$ cat config.mk
export PLATFORM = sky130hd
export DESIGN_NAME = cvsr_regs
export DESIGN_NICKNAME = d
export VERILOG_FILES = /design/src/hw/cvsr_floor.v /design/src/hw/cvsr_irq.v /design/src/hw/cvsr_regs.v
export VERILOG_INCLUDE_DIRS = /design/src /design/src/hw
export SDC_FILE = /design/constraint.sdc
export NUM_CORES = 1
export LEC_CHECK = 0
export ABC_AREA = 0
export ABC_CLOCK_PERIOD_IN_PS = 2150
export CORE_AREA = 2 2 109 111
export DETAILED_ROUTE_END_ITERATION = 8
export DIE_AREA = 0 0 111 113
export DONT_BUFFER_PORTS = 1
export PLACE_DENSITY = 0.48
export SYNTH_ARGS = -nofsm -noshare
export SYNTH_HDL_FRONTEND = slang
export SYNTH_HIERARCHICAL = 1
export SYNTH_SLANG_ARGS = --single-unit
$ cat constraint.sdc
create_clock -name clock -period 2.15 [get_ports clock]
set_input_delay 0.1075 -clock clock [delete_from_list [all_inputs] [get_ports clock]]
set_output_delay 0.1075 -clock clock [all_outputs]
set_load 0.005 [all_outputs]
$ cat src/hw/cvsr_consts.vh
/*
 * Constants of the charger status and input voltage floor register bank:
 * register indices, field positions, reset values and interrupt bit layout.
 * Assumes it is included by bare name from every design file that needs it.
 */
`ifndef CVSR_CONSTS_VH
`define CVSR_CONSTS_VH

// ----------------------------------------------------------------------------
// Register indices (byte address is four times the index)
// ----------------------------------------------------------------------------
`define CVSR_IDX_W            6
`define CVSR_IDX_SRC_STATUS   6'h0B
`define CVSR_IDX_FAULT        6'h0C
`define CVSR_IDX_FLOOR        6'h0D
`define CVSR_IDX_ILIM         6'h30
`define CVSR_IDX_IRQ_STATUS   6'h31
`define CVSR_IDX_IRQ_MASK     6'h32

// ----------------------------------------------------------------------------
// Source and charge status fields
// ----------------------------------------------------------------------------
`define CVSR_SRC_NONE         3'h0
`define CVSR_SRC_OTG          3'h7
`define CVSR_PHASE_IDLE       2'h0
`define CVSR_PHASE_PRE        2'h1
`define CVSR_PHASE_FAST       2'h2
`define CVSR_PHASE_DONE       2'h3

// ----------------------------------------------------------------------------
// Fault status fields
// ----------------------------------------------------------------------------
`define CVSR_CHG_OK           2'h0
`define CVSR_CHG_INPUT        2'h1
`define CVSR_CHG_THERMAL      2'h2
`define CVSR_CHG_TIMER        2'h3
`define CVSR_NTC_NORMAL       3'h0
`define CVSR_NTC_COLD         3'h1
`define CVSR_NTC_HOT          3'h2

// ----------------------------------------------------------------------------
// Input voltage floor register
// ----------------------------------------------------------------------------
`define CVSR_FLOOR_SEL_BIT    7
`define CVSR_FLOOR_SEL_RST    1'h0
`define CVSR_FLOOR_RST        7'h12
`define CVSR_FLOOR_MIN        7'h0D

// ----------------------------------------------------------------------------
// Input current limit register
// ----------------------------------------------------------------------------
`define CVSR_ILIM_W           6
`define CVSR_ILIM_RST         6'h00

// ----------------------------------------------------------------------------
// Interrupt status and mask layout
// ----------------------------------------------------------------------------
`define CVSR_IRQ_W            3
`define CVSR_IRQ_STATUS_CHG   0
`define CVSR_IRQ_FAULT_SET    1
`define CVSR_IRQ_PLUG_IN      2
`define CVSR_IRQ_MASK_RST     3'h0

`endif

$ cat src/hw/cvsr_floor.v
/*
 * Input voltage floor control: method select bit, stored floor code and the
 * clamped floor that the regulation loop uses.
 * Assumes one clock, a synchronous active-high reset and one-cycle strobes.
 */
`timescale 1ns/1ps
`include "cvsr_consts.vh"

module cvsr_floor (
   // Clock and reset
   input  wire       clock,
   input  wire       srst,
   // Host write
   input  wire       host_wr,
   input  wire [7:0] host_wdata,
   // Internal control
   input  wire       plug_in,
   input  wire       rel_update,
   input  wire [6:0] rel_floor,
   // State
   output reg        select_reg,
   output reg  [6:0] floor_reg,
   output reg  [6:0] applied_reg
);

   // ----------------------------------------------------------------------------
   // Floor storage
   // ----------------------------------------------------------------------------
   reg       select_next;
   reg [6:0] floor_next;

   always @* begin
      select_next = select_reg;
      floor_next  = floor_reg;
      if (plug_in) begin
         select_next = `CVSR_FLOOR_SEL_RST;
         floor_next  = `CVSR_FLOOR_RST;
      end else if (host_wr) begin
         select_next = host_wdata[`CVSR_FLOOR_SEL_BIT];
         if (host_wdata[`CVSR_FLOOR_SEL_BIT]) begin
            floor_next = host_wdata[6:0];
         end
      end else if (rel_update && !select_reg) begin
         floor_next = rel_floor;
      end
   end

   // Clamping after storage keeps the readback equal to what was written.
   always @(posedge clock) begin
      if (srst) begin
         select_reg  <= `CVSR_FLOOR_SEL_RST;
         floor_reg   <= `CVSR_FLOOR_RST;
         applied_reg <= `CVSR_FLOOR_RST;
      end else begin
         select_reg  <= select_next;
         floor_reg   <= floor_next;
         applied_reg <= (floor_next < `CVSR_FLOOR_MIN) ? `CVSR_FLOOR_MIN : floor_next;
      end
   end

endmodule // cvsr_floor

$ cat src/hw/cvsr_irq.v
/*
 * Sticky interrupt status with write-one-to-clear, a mask register and one
 * level interrupt output.
 * Assumes one clock, a synchronous active-high reset and one-cycle strobes.
 */
`timescale 1ns/1ps
`include "cvsr_consts.vh"

module cvsr_irq (
   // Clock and reset
   input  wire                   clock,
   input  wire                   srst,
   // Events
   input  wire [`CVSR_IRQ_W-1:0] events,
   // Host writes
   input  wire                   clr_wr,
   input  wire                   mask_wr,
   input  wire [`CVSR_IRQ_W-1:0] wdata,
   // State
   output reg  [`CVSR_IRQ_W-1:0] status_reg,
   output reg  [`CVSR_IRQ_W-1:0] mask_reg,
   output reg                    irq_reg
);

   // ----------------------------------------------------------------------------
   // Status and mask
   // ----------------------------------------------------------------------------
   wire [`CVSR_IRQ_W-1:0] clr_bits;
   wire [`CVSR_IRQ_W-1:0] status_next;
   wire [`CVSR_IRQ_W-1:0] mask_next;

   // A new event in the clearing cycle survives the clear.
   assign clr_bits    = clr_wr ? wdata : {`CVSR_IRQ_W{1'b0}};
   assign status_next = (status_reg & ~clr_bits) | events;
   assign mask_next   = mask_wr ? wdata : mask_reg;

   always @(posedge clock) begin
      if (srst) begin
         status_reg <= {`CVSR_IRQ_W{1'b0}};
         mask_reg   <= `CVSR_IRQ_MASK_RST;
         irq_reg    <= 1'b0;
      end else begin
         status_reg <= status_next;
         mask_reg   <= mask_next;
         irq_reg    <= |(status_next & mask_next);
      end
   end

endmodule // cvsr_irq

$ cat src/hw/cvsr_regs.v
/*
 * Charger status and input voltage floor register bank behind an APB slave.
 * Holds the source and charge status, the fault status, the input voltage
 * floor control, the input current limit and the interrupt registers.
 * Assumes the analogue side presents its conditions as levels synchronous to
 * clock, plug-in and update requests as one-cycle pulses, and an APB master.
 */
// The implementer's own choice: the APB register port.
`timescale 1ns/1ps
`include "cvsr_consts.vh"

// Functional notes
// Bits 7:5 of source status show the detected input source code.
// Current limit chosen for the detected source is loaded into its register.
// Bits 4:3 of source status show the charge phase.
// Bit 2 of source status is one while input power is good.
// Bit 0 is one while the system rail sits in minimum-voltage regulation.
// Bit 7 of fault status is one after the host watchdog expired.
// Bit 6 of fault status reports supply-mode overload, overvoltage or low battery.
// Bits 5:4 of fault status encode the charge fault.
// Bit 3 of fault status is one during battery overvoltage.
// Bits 2:0 of fault status report the thermistor state.
// Floor register bit 7 selects relative (0) or absolute (1) floor method.
// A plugged-in source returns method bit and floor field to defaults.
// Floor code is 2.6V plus 100mV per step; default code 0x12.
// Floor codes below 0x0D are applied as 0x0D.
// With method bit 0 the floor field follows internal control, host cannot write.
// With method bit 1 the host writes the floor field, which is applied.
// Writes to both status registers are ignored; they show live conditions.
// Bit 1 of source status reads as zero.
module cvsr_regs (
   // Clock and reset
   input  wire        clock,
   input  wire        srst,
   // APB slave
   input  wire        psel,
   input  wire        penable,
   input  wire        pwrite,
   input  wire [7:0]  paddr,
   input  wire [31:0] pwdata,
   output reg  [31:0] prdata,
   output reg         pready,
   output reg         pslverr,
   // Source and charge conditions
   input  wire [2:0]  input_source_type,
   input  wire [1:0]  charge_phase,
   input  wire        power_good_flag,
   input  wire        min_system_reg_flag,
   // Fault conditions
   input  wire        watchdog_expired,
   input  wire        supply_overload,
   input  wire        supply_overvoltage,
   input  wire        supply_battery_low,
   input  wire [1:0]  charge_fault_code,
   input  wire        battery_overvoltage_fault,
   input  wire [2:0]  thermistor_fault_code,
   // Input detection
   input  wire        source_plug_in,
   input  wire        limit_valid,
   input  wire [5:0]  limit_code,
   // Relative floor from internal control
   input  wire        rel_floor_update,
   input  wire [6:0]  rel_floor_code,
   // Regulation outputs
   output wire        abs_floor_select,
   output wire [6:0]  input_voltage_floor,
   output reg  [5:0]  input_current_limit,
   // Interrupt
   output wire        irq
);

   // ----------------------------------------------------------------------------
   // Helpers
   // ----------------------------------------------------------------------------
   function [31:0] cvsr_word;
      input [7:0] value;
      begin
         cvsr_word = {24'h000000, value};
      end
   endfunction

   function cvsr_hit;
      input [5:0] idx;
      input [5:0] want;
      begin
         cvsr_hit = (idx == want);
      end
   endfunction

   // ----------------------------------------------------------------------------
   // Live status capture
   // ----------------------------------------------------------------------------
   reg  [7:0] src_status_reg;
   reg  [7:0] fault_status_reg;
   reg  [7:0] src_status_prev_reg;
   reg  [7:0] fault_status_prev_reg;
   reg        status_valid_reg;
   wire [7:0] src_status_next;
   wire [7:0] fault_status_next;
   wire       supply_fault;

   assign supply_fault = supply_overload | supply_overvoltage | supply_battery_low;

   assign src_status_next = {input_source_type,
                             charge_phase,
                             power_good_flag,
                             1'b0,
                             min_system_reg_flag};

   assign fault_status_next = {watchdog_expired,
                               supply_fault,
                               charge_fault_code,
                               battery_overvoltage_fault,
                               thermistor_fault_code};

   // Status is resampled every cycle, so host writes never reach it.
   always @(posedge clock) begin
      if (srst) begin
         src_status_reg        <= 8'h00;
         fault_status_reg      <= 8'h00;
         src_status_prev_reg   <= 8'h00;
         fault_status_prev_reg <= 8'h00;
         status_valid_reg      <= 1'b0;
      end else begin
         src_status_reg        <= src_status_next;
         fault_status_reg      <= fault_status_next;
         src_status_prev_reg   <= src_status_reg;
         fault_status_prev_reg <= fault_status_reg;
         status_valid_reg      <= 1'b1;
      end
   end

   // ----------------------------------------------------------------------------
   // Interrupt events
   // ----------------------------------------------------------------------------
   reg                    status_seen_reg;
   wire [`CVSR_IRQ_W-1:0] irq_events;
   wire                   status_changed;
   wire                   fault_rose;

   // The first sample after reset is not compared, to avoid a spurious event.
   always @(posedge clock) begin
      if (srst) begin
         status_seen_reg <= 1'b0;
      end else begin
         status_seen_reg <= status_valid_reg;
      end
   end

   assign status_changed = status_seen_reg && (src_status_reg != src_status_prev_reg);
   assign fault_rose     = status_seen_reg &&
                           (fault_status_reg != fault_status_prev_reg) &&
                           (fault_status_reg != 8'h00);

   assign irq_events[`CVSR_IRQ_STATUS_CHG] = status_changed;
   assign irq_events[`CVSR_IRQ_FAULT_SET]  = fault_rose;
   assign irq_events[`CVSR_IRQ_PLUG_IN]    = source_plug_in;

   // ----------------------------------------------------------------------------
   // APB decode
   // ----------------------------------------------------------------------------
   reg         pready_reg;
   wire [5:0]  idx;
   wire        aligned;
   wire        mapped;
   wire        access_first;
   wire        access_done;
   wire        wr_done;
   wire        wr_floor;
   wire        wr_ilim;
   wire        wr_irq_clr;
   wire        wr_irq_mask;

   assign idx     = paddr[7:2];
   assign aligned = (paddr[1:0] == 2'h0);
   assign mapped  = aligned &&
                    (cvsr_hit(idx, `CVSR_IDX_SRC_STATUS) ||
                     cvsr_hit(idx, `CVSR_IDX_FAULT) ||
                     cvsr_hit(idx, `CVSR_IDX_FLOOR) ||
                     cvsr_hit(idx, `CVSR_IDX_ILIM) ||
                     cvsr_hit(idx, `CVSR_IDX_IRQ_STATUS) ||
                     cvsr_hit(idx, `CVSR_IDX_IRQ_MASK));

   // One wait state: the answer is prepared in the first access cycle.
   assign access_first = psel && penable && !pready_reg;
   assign access_done  = psel && penable && pready_reg;
   assign wr_done      = access_done && pwrite && mapped;

   assign wr_floor    = wr_done && cvsr_hit(idx, `CVSR_IDX_FLOOR);
   assign wr_ilim     = wr_done && cvsr_hit(idx, `CVSR_IDX_ILIM);
   assign wr_irq_clr  = wr_done && cvsr_hit(idx, `CVSR_IDX_IRQ_STATUS);
   assign wr_irq_mask = wr_done && cvsr_hit(idx, `CVSR_IDX_IRQ_MASK);

   // ----------------------------------------------------------------------------
   // Input voltage floor
   // ----------------------------------------------------------------------------
   wire       floor_select;
   wire [6:0] floor_code;
   wire [6:0] floor_applied;

   cvsr_floor u_floor (
      .clock       (clock),
      .srst        (srst),
      .host_wr     (wr_floor),
      .host_wdata  (pwdata[7:0]),
      .plug_in     (source_plug_in),
      .rel_update  (rel_floor_update),
      .rel_floor   (rel_floor_code),
      .select_reg  (floor_select),
      .floor_reg   (floor_code),
      .applied_reg (floor_applied)
   );

   assign abs_floor_select    = floor_select;
   assign input_voltage_floor = floor_applied;

   // ----------------------------------------------------------------------------
   // Input current limit
   // ----------------------------------------------------------------------------
   // A fresh detection result wins over a host write in the same cycle.
   always @(posedge clock) begin
      if (srst) begin
         input_current_limit <= `CVSR_ILIM_RST;
      end else if (limit_valid) begin
         input_current_limit <= limit_code;
      end else if (wr_ilim) begin
         input_current_limit <= pwdata[`CVSR_ILIM_W-1:0];
      end
   end

   // ----------------------------------------------------------------------------
   // Interrupt registers
   // ----------------------------------------------------------------------------
   wire [`CVSR_IRQ_W-1:0] irq_status;
   wire [`CVSR_IRQ_W-1:0] irq_mask;

   cvsr_irq u_irq (
      .clock      (clock),
      .srst       (srst),
      .events     (irq_events),
      .clr_wr     (wr_irq_clr),
      .mask_wr    (wr_irq_mask),
      .wdata      (pwdata[`CVSR_IRQ_W-1:0]),
      .status_reg (irq_status),
      .mask_reg   (irq_mask),
      .irq_reg    (irq)
   );

   // ----------------------------------------------------------------------------
   // Read multiplexer
   // ----------------------------------------------------------------------------
   reg [31:0] rdata_next;

   always @* begin
      rdata_next = 32'h00000000;
      case (idx)
         `CVSR_IDX_SRC_STATUS: begin
            rdata_next = cvsr_word(src_status_reg);
         end
         `CVSR_IDX_FAULT: begin
            rdata_next = cvsr_word(fault_status_reg);
         end
         `CVSR_IDX_FLOOR: begin
            rdata_next = cvsr_word({floor_select, floor_code});
         end
         `CVSR_IDX_ILIM: begin
            rdata_next = cvsr_word({2'h0, input_current_limit});
         end
         `CVSR_IDX_IRQ_STATUS: begin
            rdata_next = cvsr_word({5'h00, irq_status});
         end
         `CVSR_IDX_IRQ_MASK: begin
            rdata_next = cvsr_word({5'h00, irq_mask});
         end
         default: begin
            rdata_next = 32'h00000000;
         end
      endcase
      if (!aligned) begin
         rdata_next = 32'h00000000;
      end
   end

   // ----------------------------------------------------------------------------
   // APB answer
   // ----------------------------------------------------------------------------
   // Read data is held until the next answer is prepared; the error flag clears once the answer is taken.
   always @(posedge clock) begin
      if (srst) begin
         pready_reg <= 1'b0;
         pready     <= 1'b0;
         pslverr    <= 1'b0;
         prdata     <= 32'h00000000;
      end else begin
         pready_reg <= access_first;
         pready     <= access_first;
         if (access_first) begin
            pslverr <= !mapped;
            prdata  <= pwrite ? 32'h00000000 : rdata_next;
         end else if (access_done) begin
            pslverr <= 1'b0;
         end
      end
   end

endmodule // cvsr_regs

# --- Yosys cells after proc, flatten, opt, wreduce, memory -nomap -nowiden ---
# Index checks and enable logic that the tools add are counted.
# Widths: inputs -> output; s select.
classes:
  muxes: 15
  n_bitwise: 6
  n_lt_le_gt_ge: 1
  n_eq_ne: 8
  n_reduce_logical: 29
op_table:
  columns: ["cell", "count"]
  rows:
  - ["$mux 32", 2]
  - ["$pmux 8 s6", 1]
  - ["$mux 7", 4]
  - ["$eq 6x4->1 const B", 3]
  - ["$eq 6x6->1 const B", 3]
  - ["$ne 8x8->1", 2]
  - ["$logic_and 1x1->1", 14]
  - ["$mux 6", 2]
  - ["$reduce_bool 8->1", 1]
  - ["$lt 7x4->1 const B", 1]
  - ["$and 3x3->3", 2]
  - ["$mux 3", 2]
  - ["$logic_or 1x1->1", 5]
  - ["$mux 5", 1]
  - ["$reduce_bool 2->1", 2]
  - ["$reduce_or 2->1", 2]
  - ["$logic_not 1->1", 3]
  - ["$mux 1", 3]
  - ["$not 3->3", 1]
  - ["$or 3x3->3", 1]
  - ["$reduce_or 3->1", 1]
  - ["$logic_not 2->1", 1]
  - ["$or 1x1->1", 2]
word_totals:
  out_inout_bits: 49
  elab_cells: 77
  in_bits: 78
  reg_bits: 96

# --- Logic depth before layout (Yosys ltp) ---
# Gate-level depths: netlist of the first run.
logic_depth:
  ltp_word: 15
  depth_mapped: 9
  depth_no_buf: 7

# --- Cells and area by module ---
# Netlist of the first run, hierarchy kept.
by_module_without_submodules:
  columns: ["mod", "cells_per_inst", "seq_area_each_um2", "area_each_um2", "n_inst"]
  rows:
  - ["cvsr_regs", 243, 960.9, 2270.9, 1]
  - ["cvsr_floor", 81, 300.3, 798.3, 1]
  - ["cvsr_irq", 26, 140.1, 261.5, 1]

# --- Worst setup path after synthesis of the first run ---
# No wires, ideal clock.
synth_path:
  kind: "input to register"
  start: "in paddr[7]"
  end: "reg u_floor.applied_reg[0]"
  stages: 8
  arrival_time_ps: 1864
  t_required_ps: 2063
  n_path_buf: 3
  path_slack_ps: 199
  setup_time_ps: 87
  cell_sequence: "or3b_1 -> buf_6 -> nor3_4 -> and3_2 -> buf_6 -> clkbuf_1 -> o21ai_0 -> o31ai_1"
synth_between:
  elab_chain_len: 13
  elab_cells_between_ends: 18
  classes_between: "order compare: 1; eq/ne: 6; mux: 3; reduce/logical: 8"
synth_lines:
  columns: ["item", "line", "rtl"]
  rows:
  - ["from (decl)", "cvsr_regs.v:39", "input wire [7:0] paddr,"]
  - ["$eq 6x4->1", null, null]
  - ["$logic_or 1x1->1 (5 in a row)", "cvsr_regs.v:177", "(cvsr_hit(idx, `CVSR_IDX_SRC_STATUS) ||"]
  - ["$logic_and 1x1->1", "cvsr_regs.v:176", "assign mapped = aligned &&"]
  - ["$logic_and 1x1->1", "cvsr_regs.v:187", "assign wr_done = access_done && pwrite && mapped;"]
  - ["$logic_and 1x1->1 (*)", "cvsr_regs.v:189", "assign wr_floor = wr_done && cvsr_hit(idx, `CVSR_IDX_FLOOR);"]
  - ["net wr_floor", "cvsr_regs.v:169", "wire wr_floor;"]
  - ["$mux 7 (*)", "cvsr_floor.v:38", "end else if (host_wr) begin"]
  - ["$mux 7 (*)", "cvsr_floor.v:35", "if (plug_in) begin"]
  - ["$lt 7x4->1 (no source line)", null, null]
  - ["$mux 5 (*)", "cvsr_floor.v:57", "applied_reg <= (floor_next < `CVSR_FLOOR_MIN) ? `CVSR_FLOOR_MIN : floor_next;"]
  - ["to (signal assigned)", "cvsr_floor.v:53", "applied_reg <= `CVSR_FLOOR_RST;"]
  - ["to (signal assigned)", "cvsr_floor.v:57", null]
  - ["to (decl)", "cvsr_floor.v:23", "output reg [6:0] applied_reg"]
# The timed path passes the listed nets; every way through them passes the cells marked *.
# A chain may end at the register's enable or synchronous reset.

# --- Final worst setup path of the first run ---
layout_path:
  start: "reg pready_reg"
  end: "reg u_floor.select_reg"
layout_between:
  elab_chain_len: 4
layout_lines:
  columns: ["item", "line", "rtl"]
  rows:
  - ["from (decl)", "cvsr_regs.v:162", "reg pready_reg;"]
  - ["from (signal assigned)", "cvsr_regs.v:295", "pready_reg <= access_first;"]
  - ["$logic_and 1x1->1", "cvsr_regs.v:186", "assign access_done = psel && penable && pready_reg;"]
  - ["$logic_and 1x1->1 (2 in a row)", "cvsr_regs.v:187", null]
  - ["$logic_and 1x1->1", "cvsr_regs.v:189", null]
  - ["net wr_floor", "cvsr_regs.v:169", null]
  - ["to (signal assigned)", "cvsr_floor.v:51", "select_reg <= `CVSR_FLOOR_SEL_RST;"]
  - ["to (signal assigned)", "cvsr_floor.v:55", "select_reg <= select_next;"]
  - ["to (decl)", "cvsr_floor.v:21", "output reg select_reg,"]
# The timed path passes the listed nets, and every way through them passes these cells.

==> impl_metrics.json, run 1 <==
{
  "async_reset_ff_share_pct": 0,
  "cts_buffers": 9,
  "hold_path_end": "input_current_limit[5]",
  "ios": 127,
  "synthFlopType": "dfxtp_1",
  "yosys.area.top_type": "dfxtp_1",
  "synth-seq-cells": 70,
  "utilization_pct": 34.2,
  "r2r-end": "u_floor/select_reg",
  "cap_viol_max_count": 0,
  "status": "finished, final reports clean",
  "slew_headroom_pct": 58.8,
  "rows": 39,
  "power.density_nw_per_um2": 809,
  "syn_area_per_cell_um2": 9.52,
  "start_kind": "flop",
  "finalCritPeriodShare_pct": 90.9,
  "fin_nets": 444,
  "r2r_slack_ns": 0.20,
  "cts_tree": "yes",
  "fill_cells": 1171,
  "core_area_um2": 11300,
  "die_h_um": 113,
  "drt_iter0_drc": 78,
  "critPathKind": "reg -> reg",
  "hold_path.class": "in -> reg",
  "p_leak_nw": 1.53,
  "arrival_ns": 2.18,
  "viasPerCell": 4.81,
  "whs_path_depth": 2,
  "tns_ns": 0,
  "die_x_um": 111,
  "post_drt_wl_per_cell_um": 17.3,
  "setup_viol": 0,
  "cts-root-buf": "clkbuf_16",
  "mostFrequentLayoutCell": "dfxtp_1",
  "wirelength_um": 8870,
  "gr-total-overflow": 0,
  "ir_drop_mv": 0.290,
  "cp_slowest_stage_delay_ns": 0.57,
  "synth.top_cell.area_share_pct": 42.1,
  "finalCriticalPeriod_ns": 1.95,
  "postRouteAntennaNets": 0,
  "post-route-drc-count": 0,
  "die_area_um2": 12500,
  "rr_startpoint": "pready_reg",
  "grt_max_degree": 58,
  "hp-start": "pwdata[5]",
  "diodes": 0,
  "rsz0062_at_grt": "false",
  "grt_pass1_vias": 2419,
  "synth_cell_types": 57,
  "fin_area_um2": 3860,
  "clock_sink_count": 70,
  "clk_latency_ns": 0.33,
  "worst_slew_pin_slew_ns": 0.616,
  "hold_viol_final": 0,
  "synth-edff-count": 0,
  "grt.total_usage_pct": 14.6,
  "cts.clk_slew.worst_paths_ns": 0.06,
  "area_growth_pct": 15.8,
  "grt_pass1_wl_um": 13900,
  "r2r_cells": 5,
  "critical_path.max_fanout": 17,
  "fin_skew_ns": 0.00427,
  "drive_gt1_share_pct": 11.3,
  "vias": 2470,
  "initial_core_util_pct": 29.5,
  "dp_hpwl_um": 6400,
  "cts.path.max_buffers": 2,
  "globalplace.congestion": 0.791,
  "path_cells": "and4_1 -> and3_4 -> mux2i_1 -> nor3_1 -> dlygate4sd3_1",
  "seq_area_frac_synth_pct": 42.1,
  "cts_setup_buffers": 0,
  "netlist_instances": 350,
  "antenna_found_initial": 0,
  "portBuffers": 0,
  "cp-end-kind": "flop",
  "synth_area_leaders": "dfxtp_1 42%, mux2i_1 6.3%, buf_4 5.6%, nor2b_1 5.1%, nor2_1 2.9%",
  "ys_warn_count": 6,
  "required_ns": 2.37,
  "htreeDepth": 3,
  "crit_slowest_cell": "dlygate4sd3_1",
  "final_cell_mix": "70 x dfxtp_1, 27 x nor2b_1, 26 x nor2_1",
  "max_freq_mhz": 512,
  "slew_viol_final": 0,
  "synthesis.area_um2": 3330,
  "first_pass_iters": 4,
  "dpl_cell_area_um2": 3340
}
[timing repair]
item | CTS | global route
hold endpoints to repair | 59 | 0
setup endpoints to repair | 0 | 1
resized for setup | 0 | 1
hold buffers | 20 | 0
[layer usage]
layer	vias up	share of wire, %	routed length (um)	global-route usage (%)
met2	71	45	4010	22.2
li1	1227	-	-	-
met5	-	0	0	0
met4	0	2.0	180	5.67
met3	12	8.2	724	6.48
met1	1160	45	3960	18.4
[critical path: cells and delay by family (launching register included)]
kind | cells | cell delay, ns
muxes | 1 | 0.21
buffers and inverters | 1 | 0.57
and+or+nand+nor | 3 | 0.69
DFF | 1 | 0.38
[cells by family after synthesis]
logic type / Yosys count / share of synthesized area, %
AO/OA/AOI/OAI: 58 / 13.7
XOR/XNOR: 15 / 3.94
buffers and inverters: 51 / 9.73
flip-flops: 70 / 42.1
multiplexers: 28 / 8.68
other: 1 / 0.113
AND/OR/NAND/NOR: 127 / 21.8
[per-stage QoR]
stage	hold WS, ns	instances	setup WS, ns	power, mW
floorplan	0.177	373	0.199	1.62
global placement	0.190	478	0.184	1.60
detailed placement	0.192	478	0.181	1.61
CTS	0.00476	514	0.116	3.16
global route	0.0128	514	0.0895	3.26
finish	0.0106	514	0.196	3.12
[synth_stat cells (all sizes together), types with 3 or more instances]
master and n:
nand2 23, nor2 26, o31ai 4, xnor2 4, nand2b 3, nor2b 27, o21ai 14, or4 3
xor2 11, o2111ai 3, nor3 9, and3 12, buf 32, and2 4, a221oi 7, a2111oi 9
a21oi 5, dfxtp 70, clkbuf 10, mux2i 21, nand3b 5, a211oi 6, inv 9, mux2 7
[worst max path at each step]
| stage | startpoint | endpoint | slack [ns] | cells after the start |
|---|---|---|---|---|
| after floorplan | paddr[7] | u_floor/applied_reg[0] | 0.20 | 8 |
| after global placement | paddr[7] | u_floor/applied_reg[1] | 0.18 | 7 |
| after detailed placement | paddr[7] | u_floor/floor_reg[6] | 0.18 | 6 |
| after CTS | pready_reg | u_floor/select_reg | 0.12 | 5 |
| after global routing | pready_reg | u_floor/select_reg | 0.09 | 5 |
| final | pready_reg | u_floor/select_reg | 0.20 | 5 |
[layout make-up]
| type | instances | area [um2] | share of cell area (%) |
|---|---|---|---|
| clock buffers | 9 | 225 | 5.84 |
| clock inverters | 7 | 73.8 | 1.91 |
| inverters | 9 | 33.8 | 0.876 |
| multi-input cells | 252 | 1700 | 44.0 |
| flip-flops and latches | 70 | 1400 | 36.3 |
| well taps | 143 | 179 | 4.64 |
| repair buffers | 24 | 248 | 6.42 |
[power breakdown]
| group | total, mW | switching, mW | leakage [nW] | internal, mW |
|---|---|---|---|---|
| Combinational | 0.229 | 0.114 | 0.807 | 0.115 |
| Sequential | 1.40 | 0.0458 | 0.576 | 1.35 |
| Clock | 1.49 | 0.593 | 0.146 | 0.901 |
| Total | 3.12 | 0.753 | 1.53 | 2.37 |
Note: power is estimated with default switching activity, not from simulation.
==> inputs of run 2 (changes only) <==
--- a/config.mk
+++ b/config.mk
@@ -6,11 +6,11 @@
 export SDC_FILE = /design/constraint.sdc
 export NUM_CORES = 1
 export LEC_CHECK = 0
-export ABC_AREA = 0
-export ABC_CLOCK_PERIOD_IN_PS = 2150
-export CORE_AREA = 2 2 109 111
+export ABC_AREA = 1
+export ABC_CLOCK_PERIOD_IN_PS = 2000
+export CORE_AREA = 2 2 111 113
 export DETAILED_ROUTE_END_ITERATION = 8
-export DIE_AREA = 0 0 111 113
+export DIE_AREA = 0 0 113 115
 export DONT_BUFFER_PORTS = 1
 export PLACE_DENSITY = 0.48
 export SYNTH_ARGS = -nofsm -noshare
==> constraint.sdc (replaced) <==
create_clock -name clock -period 2 [get_ports clock]
set_input_delay 0.1 -clock clock [delete_from_list [all_inputs] [get_ports clock]]
set_output_delay 0.1 -clock clock [all_outputs]
set_load 0.005 [all_outputs]
==> run 2 against run 1 <==
Effect of this change: the run now ends with design-rule violations left; utilization grew 1.2 points; largest power group unchanged; via count grew 16%; maximum frequency grew 10%; sequential cell count is the same; critical path type unchanged; register-to-register slack gained 0.03 ns; global-route usage shrank 0.78 points; combinational power grew 32%; synthesized cell count grew 37%; largest cell class unchanged; clock power grew 21%; final area grew 8.6%; clock skew grew 0.0026 ns; setup slack gained 0.030 ns.
==> impl_metrics.json, run 2 <==
{
  "status": "complete, but fails checks",
  "violations": "design-rule violations",
  "finalCritPeriodShare_pct": 88.7,
  "initial_core_util_pct": 29.5,
  "mostFrequentLayoutCell": "nand2_1",
  "slew_viol_final": 0,
  "cp_slowest_stage_delay_ns": 0.32,
  "fin_nets": 593,
  "synth.top_cell.area_share_pct": 40.3,
  "diodes": 0,
  "cp_top_family": "simple AND/OR/NAND/NOR gates",
  "worst_slew_pin_slew_ns": 0.501,
  "rows": 40,
  "fin_skew_ns": 0.00687,
  "max_freq_mhz": 564,
  "multi_input_area_um2": 1640,
  "grt.total_usage_pct": 13.9,
  "rsz0062_at_grt": "false",
  "critical_path.max_fanout": 7,
  "wirelength_um": 8690,
  "synth_area_leaders": "dfxtp_1 40%, nand2_1 12%, nor2_1 7.3%, inv_1 7.0%, buf_4 5.4%",
  "grt_pass1_wl_um": 13700,
  "final_cell_mix": "108 x nand2_1, 70 x dfxtp_1, 67 x nor2_1",
  "die_x_um": 113,
  "start_kind": "flop",
  "synth_common_cells": "108 x nand2_1, 70 x dfxtp_1, 68 x nor2_1",
  "post_drt_wl_per_cell_um": 13.0,
  "seq_power_share_pct": 41.4,
  "gr-total-overflow": 0,
  "critPathKind": "reg -> reg",
  "netlist_instances": 480,
  "arrival_ns": 2.00,
  "fill_cells": 1287,
  "drive_gt1_share_pct": 11.8,
  "power.density_nw_per_um2": 863,
  "setup_viol": 0,
  "grt_pass1_vias": 2768,
  "seqCellArea_um2": 1400,
  "viasPerCell": 4.31,
  "cp_common_cell": "nand2_1",
  "antenna_found_initial": 0,
  "core_area_um2": 11800,
  "syn_area_per_cell_um2": 7.25,
  "p_leak_nw": 1.94,
  "cap_viol_max_count": 0,
  "hold_path.class": "in -> reg",
  "ys_warn_count": 6,
  "hold_viol_final": 0,
  "synth_cell_types": 40,
  "crit_slowest_cell": "dfxtp_1",
  "utilization_pct": 35.5,
  "path_buf_inv": 2,
  "p_sw_share_pct": 21.9,
  "synthFlopType": "dfxtp_1",
  "synth-edff-count": 0,
  "switchingPower_uw": 790,
  "synthesis.area_um2": 3480,
  "yosysMostFrequentCell": "nand2_1",
  "async_reset_ff_share_pct": 0,
  "post-route-drc-count": 8,
  "portBuffers": 0,
  "ir_drop_mv": 0.497,
  "cts-root-buf": "clkbuf_16",
  "finalCriticalPeriod_ns": 1.77,
  "clock_sink_count": 70,
  "path_cells": "nand2_1 -> nor2_2 -> nand2_1 -> nor2_1 -> buf_4 -> inv_2 -> nand3_1 -> nand2_1 -> nor2_1 -> nand2_1 -> nand3_2 -> nand2_1",
  "cts_tree": "yes",
  "setup_slack_ns": 0.226,
  "ios": 127,
  "drt_iter0_drc": 193,
  "required_ns": 2.23,
  "cp-end-kind": "flop",
  "cts_setup_buffers": 0,
  "grt_max_degree": 53,
  "postRouteAntennaNets": 0,
  "die_area_um2": 13000,
  "area_growth_pct": 20.4,
  "vias": 2868,
  "die_h_um": 115,
  "cts_buffers": 9,
  "tns_ns": 0,
  "internal_power_mw": 2.82,
  "power_frac_comb_pct": 8.4,
  "seq_area_frac_synth_pct": 40.3,
  "clockPowerShare_pct": 50.2,
  "yosys.area.top_type": "dfxtp_1",
  "slew_headroom_pct": 66.4,
  "dpl_worst_slack_ns": 0.125,
  "synth-seq-cells": 70,
  "cts.path.max_buffers": 2,
  "cts.clk_slew.worst_paths_ns": 0.05,
  "globalplace.congestion": 0.877,
  "first_pass_iters": 7,
  "dp_hpwl_um": 6580,
  "htreeDepth": 3,
  "clk_latency_ns": 0.34
}
-- run 2: worst paths after layout --
check / start / to / slack, ns / depth (start not counted)
max: pready_reg / u_floor/applied_reg[2] / 0.23 / 12
min: limit_valid / input_current_limit[3] / 0.008 / 4
max reg2reg: pready_reg / u_floor/applied_reg[2] / 0.23 / 12
min reg2reg: status_valid_reg / status_seen_reg / 0.41 / 2
-- run 2: metrics by stage --
| stage | instances | hold slack [ns] | total power, mW | area [um2] |
|---|---|---|---|---|
| after floorplan | 503 | 0.168 | 1.76 | 3570 |
| after global placement | 623 | 0.179 | 1.76 | 3560 |
| after detailed placement | 623 | 0.180 | 1.76 | 3560 |
| after CTS | 666 | 0.00137 | 3.66 | 4190 |
| after global routing | 666 | 0.0354 | 3.76 | 4190 |
| final | 666 | 0.00767 | 3.61 | 4190 |
-- run 2: cell families (layout without fill, tap and decap cells) --
family / after synthesis / count (layout) / synth area share (%)
AND/OR/NAND/NOR: 246 / 246 / 33.6
buffers and inverters: 108 / 124 / 15.2
flip-flops: 70 / 70 / 40.3
AO/OA/AOI/OAI: 42 / 42 / 7.52
XOR/XNOR: 13 / 13 / 3.27
other: 1 / 24 / 0.108
-- run 2: final cells by class --
class                           instances  share of cell area (%)
Tap cell                              147                    4.39
Timing Repair Buffer                   35                    8.19
Inverter                               74                    6.78
Sequential cell                        70                    33.5
Clock inverter                          4                    2.27
Clock buffer                           11                    5.80
Multi-Input combinational cell        325                    39.1
-- run 2: power by group through the flow --
stage               Sequential [mW]  Clock, mW  Combinational [mW]
detailed placement             1.53          0               0.234
finish                         1.50       1.81               0.303
floorplan                      1.51          0               0.245
global route                   1.50       1.91               0.348
CTS                            1.50       1.86               0.304
global placement               1.53          0               0.231
-- run 2: repair_timing --
item | CTS | global route
hold buffers | 28 | 0
endpoints found under the setup margin | 0 | 4
hold endpoints to repair | 60 | 0
gates resized for setup | 0 | 1
-- run 2: worst reg2reg max path, stage by stage (launching register included) --
cell	delay [ns]
dfxtp_1	0.32
nand2_1	0.06
nor2_2	0.16
nand2_1	0.14
nor2_1	0.21
buf_4	0.19
inv_2	0.08
nand3_1	0.09
nand2_1	0.06
nor2_1	0.12
nand2_1	0.09
nand3_2	0.08
nand2_1	0.06
-- run 2: metal layers --
metal	part of all wire [%]	up-vias	GRT usage (%)	routed length, um
met2	46	86	21.8	3970
met1	43	1259	16.3	3750
met3	9.1	14	6.27	787
li1	-	1509	-	-
met5	0	-	0	0
met4	2.0	0	6.18	176
==> inputs of run 3 (changes only) <==
--- a/config.mk
+++ b/config.mk
@@ -8,11 +8,11 @@
 export LEC_CHECK = 0
 export ABC_AREA = 1
 export ABC_CLOCK_PERIOD_IN_PS = 2000
+export BUFFER_PORTS_ARGS = -buffer_cell sky130_fd_sc_hd__buf_4
 export CORE_AREA = 2 2 111 113
 export DETAILED_ROUTE_END_ITERATION = 8
 export DIE_AREA = 0 0 113 115
-export DONT_BUFFER_PORTS = 1
-export PLACE_DENSITY = 0.48
+export PLACE_DENSITY = 0.57
 export SYNTH_ARGS = -nofsm -noshare
 export SYNTH_HDL_FRONTEND = slang
 export SYNTH_HIERARCHICAL = 1
==> run 3 against run 2 <==
Effect of this change: the run still ends with design-rule violations left; sequential power about the same; clock power is 6% lower; critical endpoint is now u_floor/applied_reg[1]; clock skew shrank 0.0039 ns; cell count increased by 9.9%; utilization increased by 3.7 points; global-route usage grew 0.54 points; combinational power is 33% higher.
==> impl_metrics.json, run 3 (synthesis gave the netlist of run 2 again) <==
{
  "finalCriticalPeriod_ns": 1.77,
  "fin_nets": 659,
  "cts.path.max_buffers": 2,
  "status": "complete, but fails checks",
  "die_h_um": 115,
  "post-route-drc-count": 5,
  "core_area_um2": 11800,
  "rsz0062_at_grt": "false",
  "hold_path.class": "in -> reg",
  "hp-start": "input_source_type[2]",
  "path_buf_inv": 1,
  "die_area_um2": 13000,
  "die_x_um": 113,
  "setup_viol": 0,
  "cp_top_family": "simple AND/OR/NAND/NOR gates",
  "mostFrequentLayoutCell": "nand2_1",
  "cts_tree": "yes",
  "critPathKind": "reg -> reg",
  "path_cells": "nand2_1 -> nor2_4 -> nand2_1 -> nor2_1 -> buf_4 -> nand2_1 -> nor2_1 -> nor2_1 -> nand2_1 -> nand2_2 -> nor2_4 -> nand2_1 -> nand2_1 -> nand2_1",
  "grt_max_degree": 45,
  "r2r_cells": 14,
  "rows": 40,
  "diodes": 0,
  "cts-root-buf": "clkbuf_16",
  "worst-path-stages": 14,
  "grt_pass1_wl_um": 14800,
  "cap_viol_max_count": 0,
  "clock_sink_count": 70,
  "p_leak_nw": 2.25,
  "htreeDepth": 3,
  "tns_ns": 0,
  "arrival_ns": 1.98,
  "wirelength_um": 8990,
  "power.density_nw_per_um2": 777,
  "startpoint": "pready_reg",
  "cp-end-kind": "flop",
  "vias": 3238,
  "grt.total_usage_pct": 14.4,
  "max_freq_mhz": 565,
  "drt_iter0_drc": 209,
  "r2r-end": "u_floor/applied_reg[1]",
  "violations": "design-rule violations",
  "grt_pass1_vias": 3219,
  "fill_cells": 1226,
  "total_power_mw": 3.60,
  "gr-total-overflow": 0,
  "first_pass_iters": 6,
  "globalplace.congestion": 0.808,
  "cp_slowest_stage_delay_ns": 0.36,
  "cts.clk_slew.worst_paths_ns": 0.05,
  "whs_ns": 0.00903,
  "cts_setup_buffers": 0,
  "final_cell_mix": "108 x nand2_1, 86 x buf_4, 70 x dfxtp_1",
  "rr_startpoint": "pready_reg",
  "portBuffers": 78,
  "cp_common_cell": "nand2_1",
  "critical_path.max_fanout": 8,
  "hold_viol_final": 0,
  "viasPerCell": 4.42,
  "antenna_found_initial": 0,
  "dp_hpwl_um": 6890,
  "seqCellArea_um2": 1400,
  "required_ns": 2.21,
  "initial_core_util_pct": 29.5,
  "crit_slowest_cell": "dfxtp_1",
  "ios": 127,
  "whs_path_depth": 3,
  "postRouteAntennaNets": 0,
  "start_kind": "flop",
  "cts_buffers": 9,
  "fin_skew_ns": 0.00297,
  "clk_latency_ns": 0.33,
  "ir_drop_mv": 0.358,
  "r2r_slack_ns": 0.23,
  "slew_viol_final": 0,
  "area_growth_pct": 33.1,
  "drive_gt1_share_pct": 23.9,
  "endpoint": "u_floor/applied_reg[1]",
  "finalCritPeriodShare_pct": 88.5,
  "post_drt_wl_per_cell_um": 12.3,
  "multi_input_area_um2": 1640
}
run 3: how the worst min path moves through the flow:
| stage | to | slack (ns) |
|---|---|---|
| after floorplan | u_irq/mask_reg[1] | 0.17 |
| after global placement | fault_status_reg[4] | 0.30 |
| after detailed placement | fault_status_reg[3] | 0.31 |
| after CTS | src_status_reg[7] | 0.0002 |
| after global routing | src_status_reg[7] | 0.01 |
| final | src_status_reg[7] | 0.009 |
run 3: worst register-to-register path, stage by stage (launching register included):
cell and delay [ns]:
dfxtp_1 0.36, nand2_1 0.11, nor2_4 0.13, nand2_1 0.13
nor2_1 0.11, buf_4 0.18, nand2_1 0.07, nor2_1 0.09
nor2_1 0.05, nand2_1 0.09, nand2_2 0.08, nor2_4 0.09
nand2_1 0.06, nand2_1 0.05, nand2_1 0.06
run 3: layout make-up:
cell class | count | share of cell area [%]
clock buffer | 10 | 5.16
clock inverter | 5 | 1.81
inverter | 74 | 6.13
multi-input combinational | 325 | 35.5
sequential | 70 | 30.3
tap | 147 | 3.97
timing repair buffer | 101 | 17.2
run 3: where the power goes:
group          switching, mW  internal [mW]
Clock                  0.584           1.12
Sequential            0.0387           1.45
Combinational          0.210          0.191
Total                  0.833           2.76
run 3: layer usage:
| layer | wire [um] | track usage [%] | vias to the layer above | part of all wire, % |
|---|---|---|---|---|
| met5 | 0 | 0 | - | 0 |
| met4 | 110 | 4.80 | 0 | 1.2 |
| met3 | 423 | 3.80 | 11 | 4.7 |
| met2 | 4520 | 25.7 | 85 | 50 |
| met1 | 3940 | 16.9 | 1502 | 44 |
| li1 | - | - | 1640 | - |
run 3: through the flow:
stage | utilization [%] | cell area (um2) | cells | setup WS (ns)
after floorplan | - | 3570 | 503 | 0.380
after global placement | 35.1 | 4150 | 702 | 0.134
after detailed placement | 35.1 | 4150 | 702 | 0.0814
after CTS | 39.1 | 4620 | 732 | 0.113
after global routing | 39.2 | 4630 | 732 | 0.0105
final | 39.2 | 4630 | 732 | 0.231
run 3: what timing repair did:
| item | in CTS | in global routing |
|---|---|---|
| hold endpoints to repair | 14 | 0 |
| hold buffers | 15 | 0 |
| resized for setup | 0 | 2 |
| endpoints found under the setup margin | 0 | 4 |
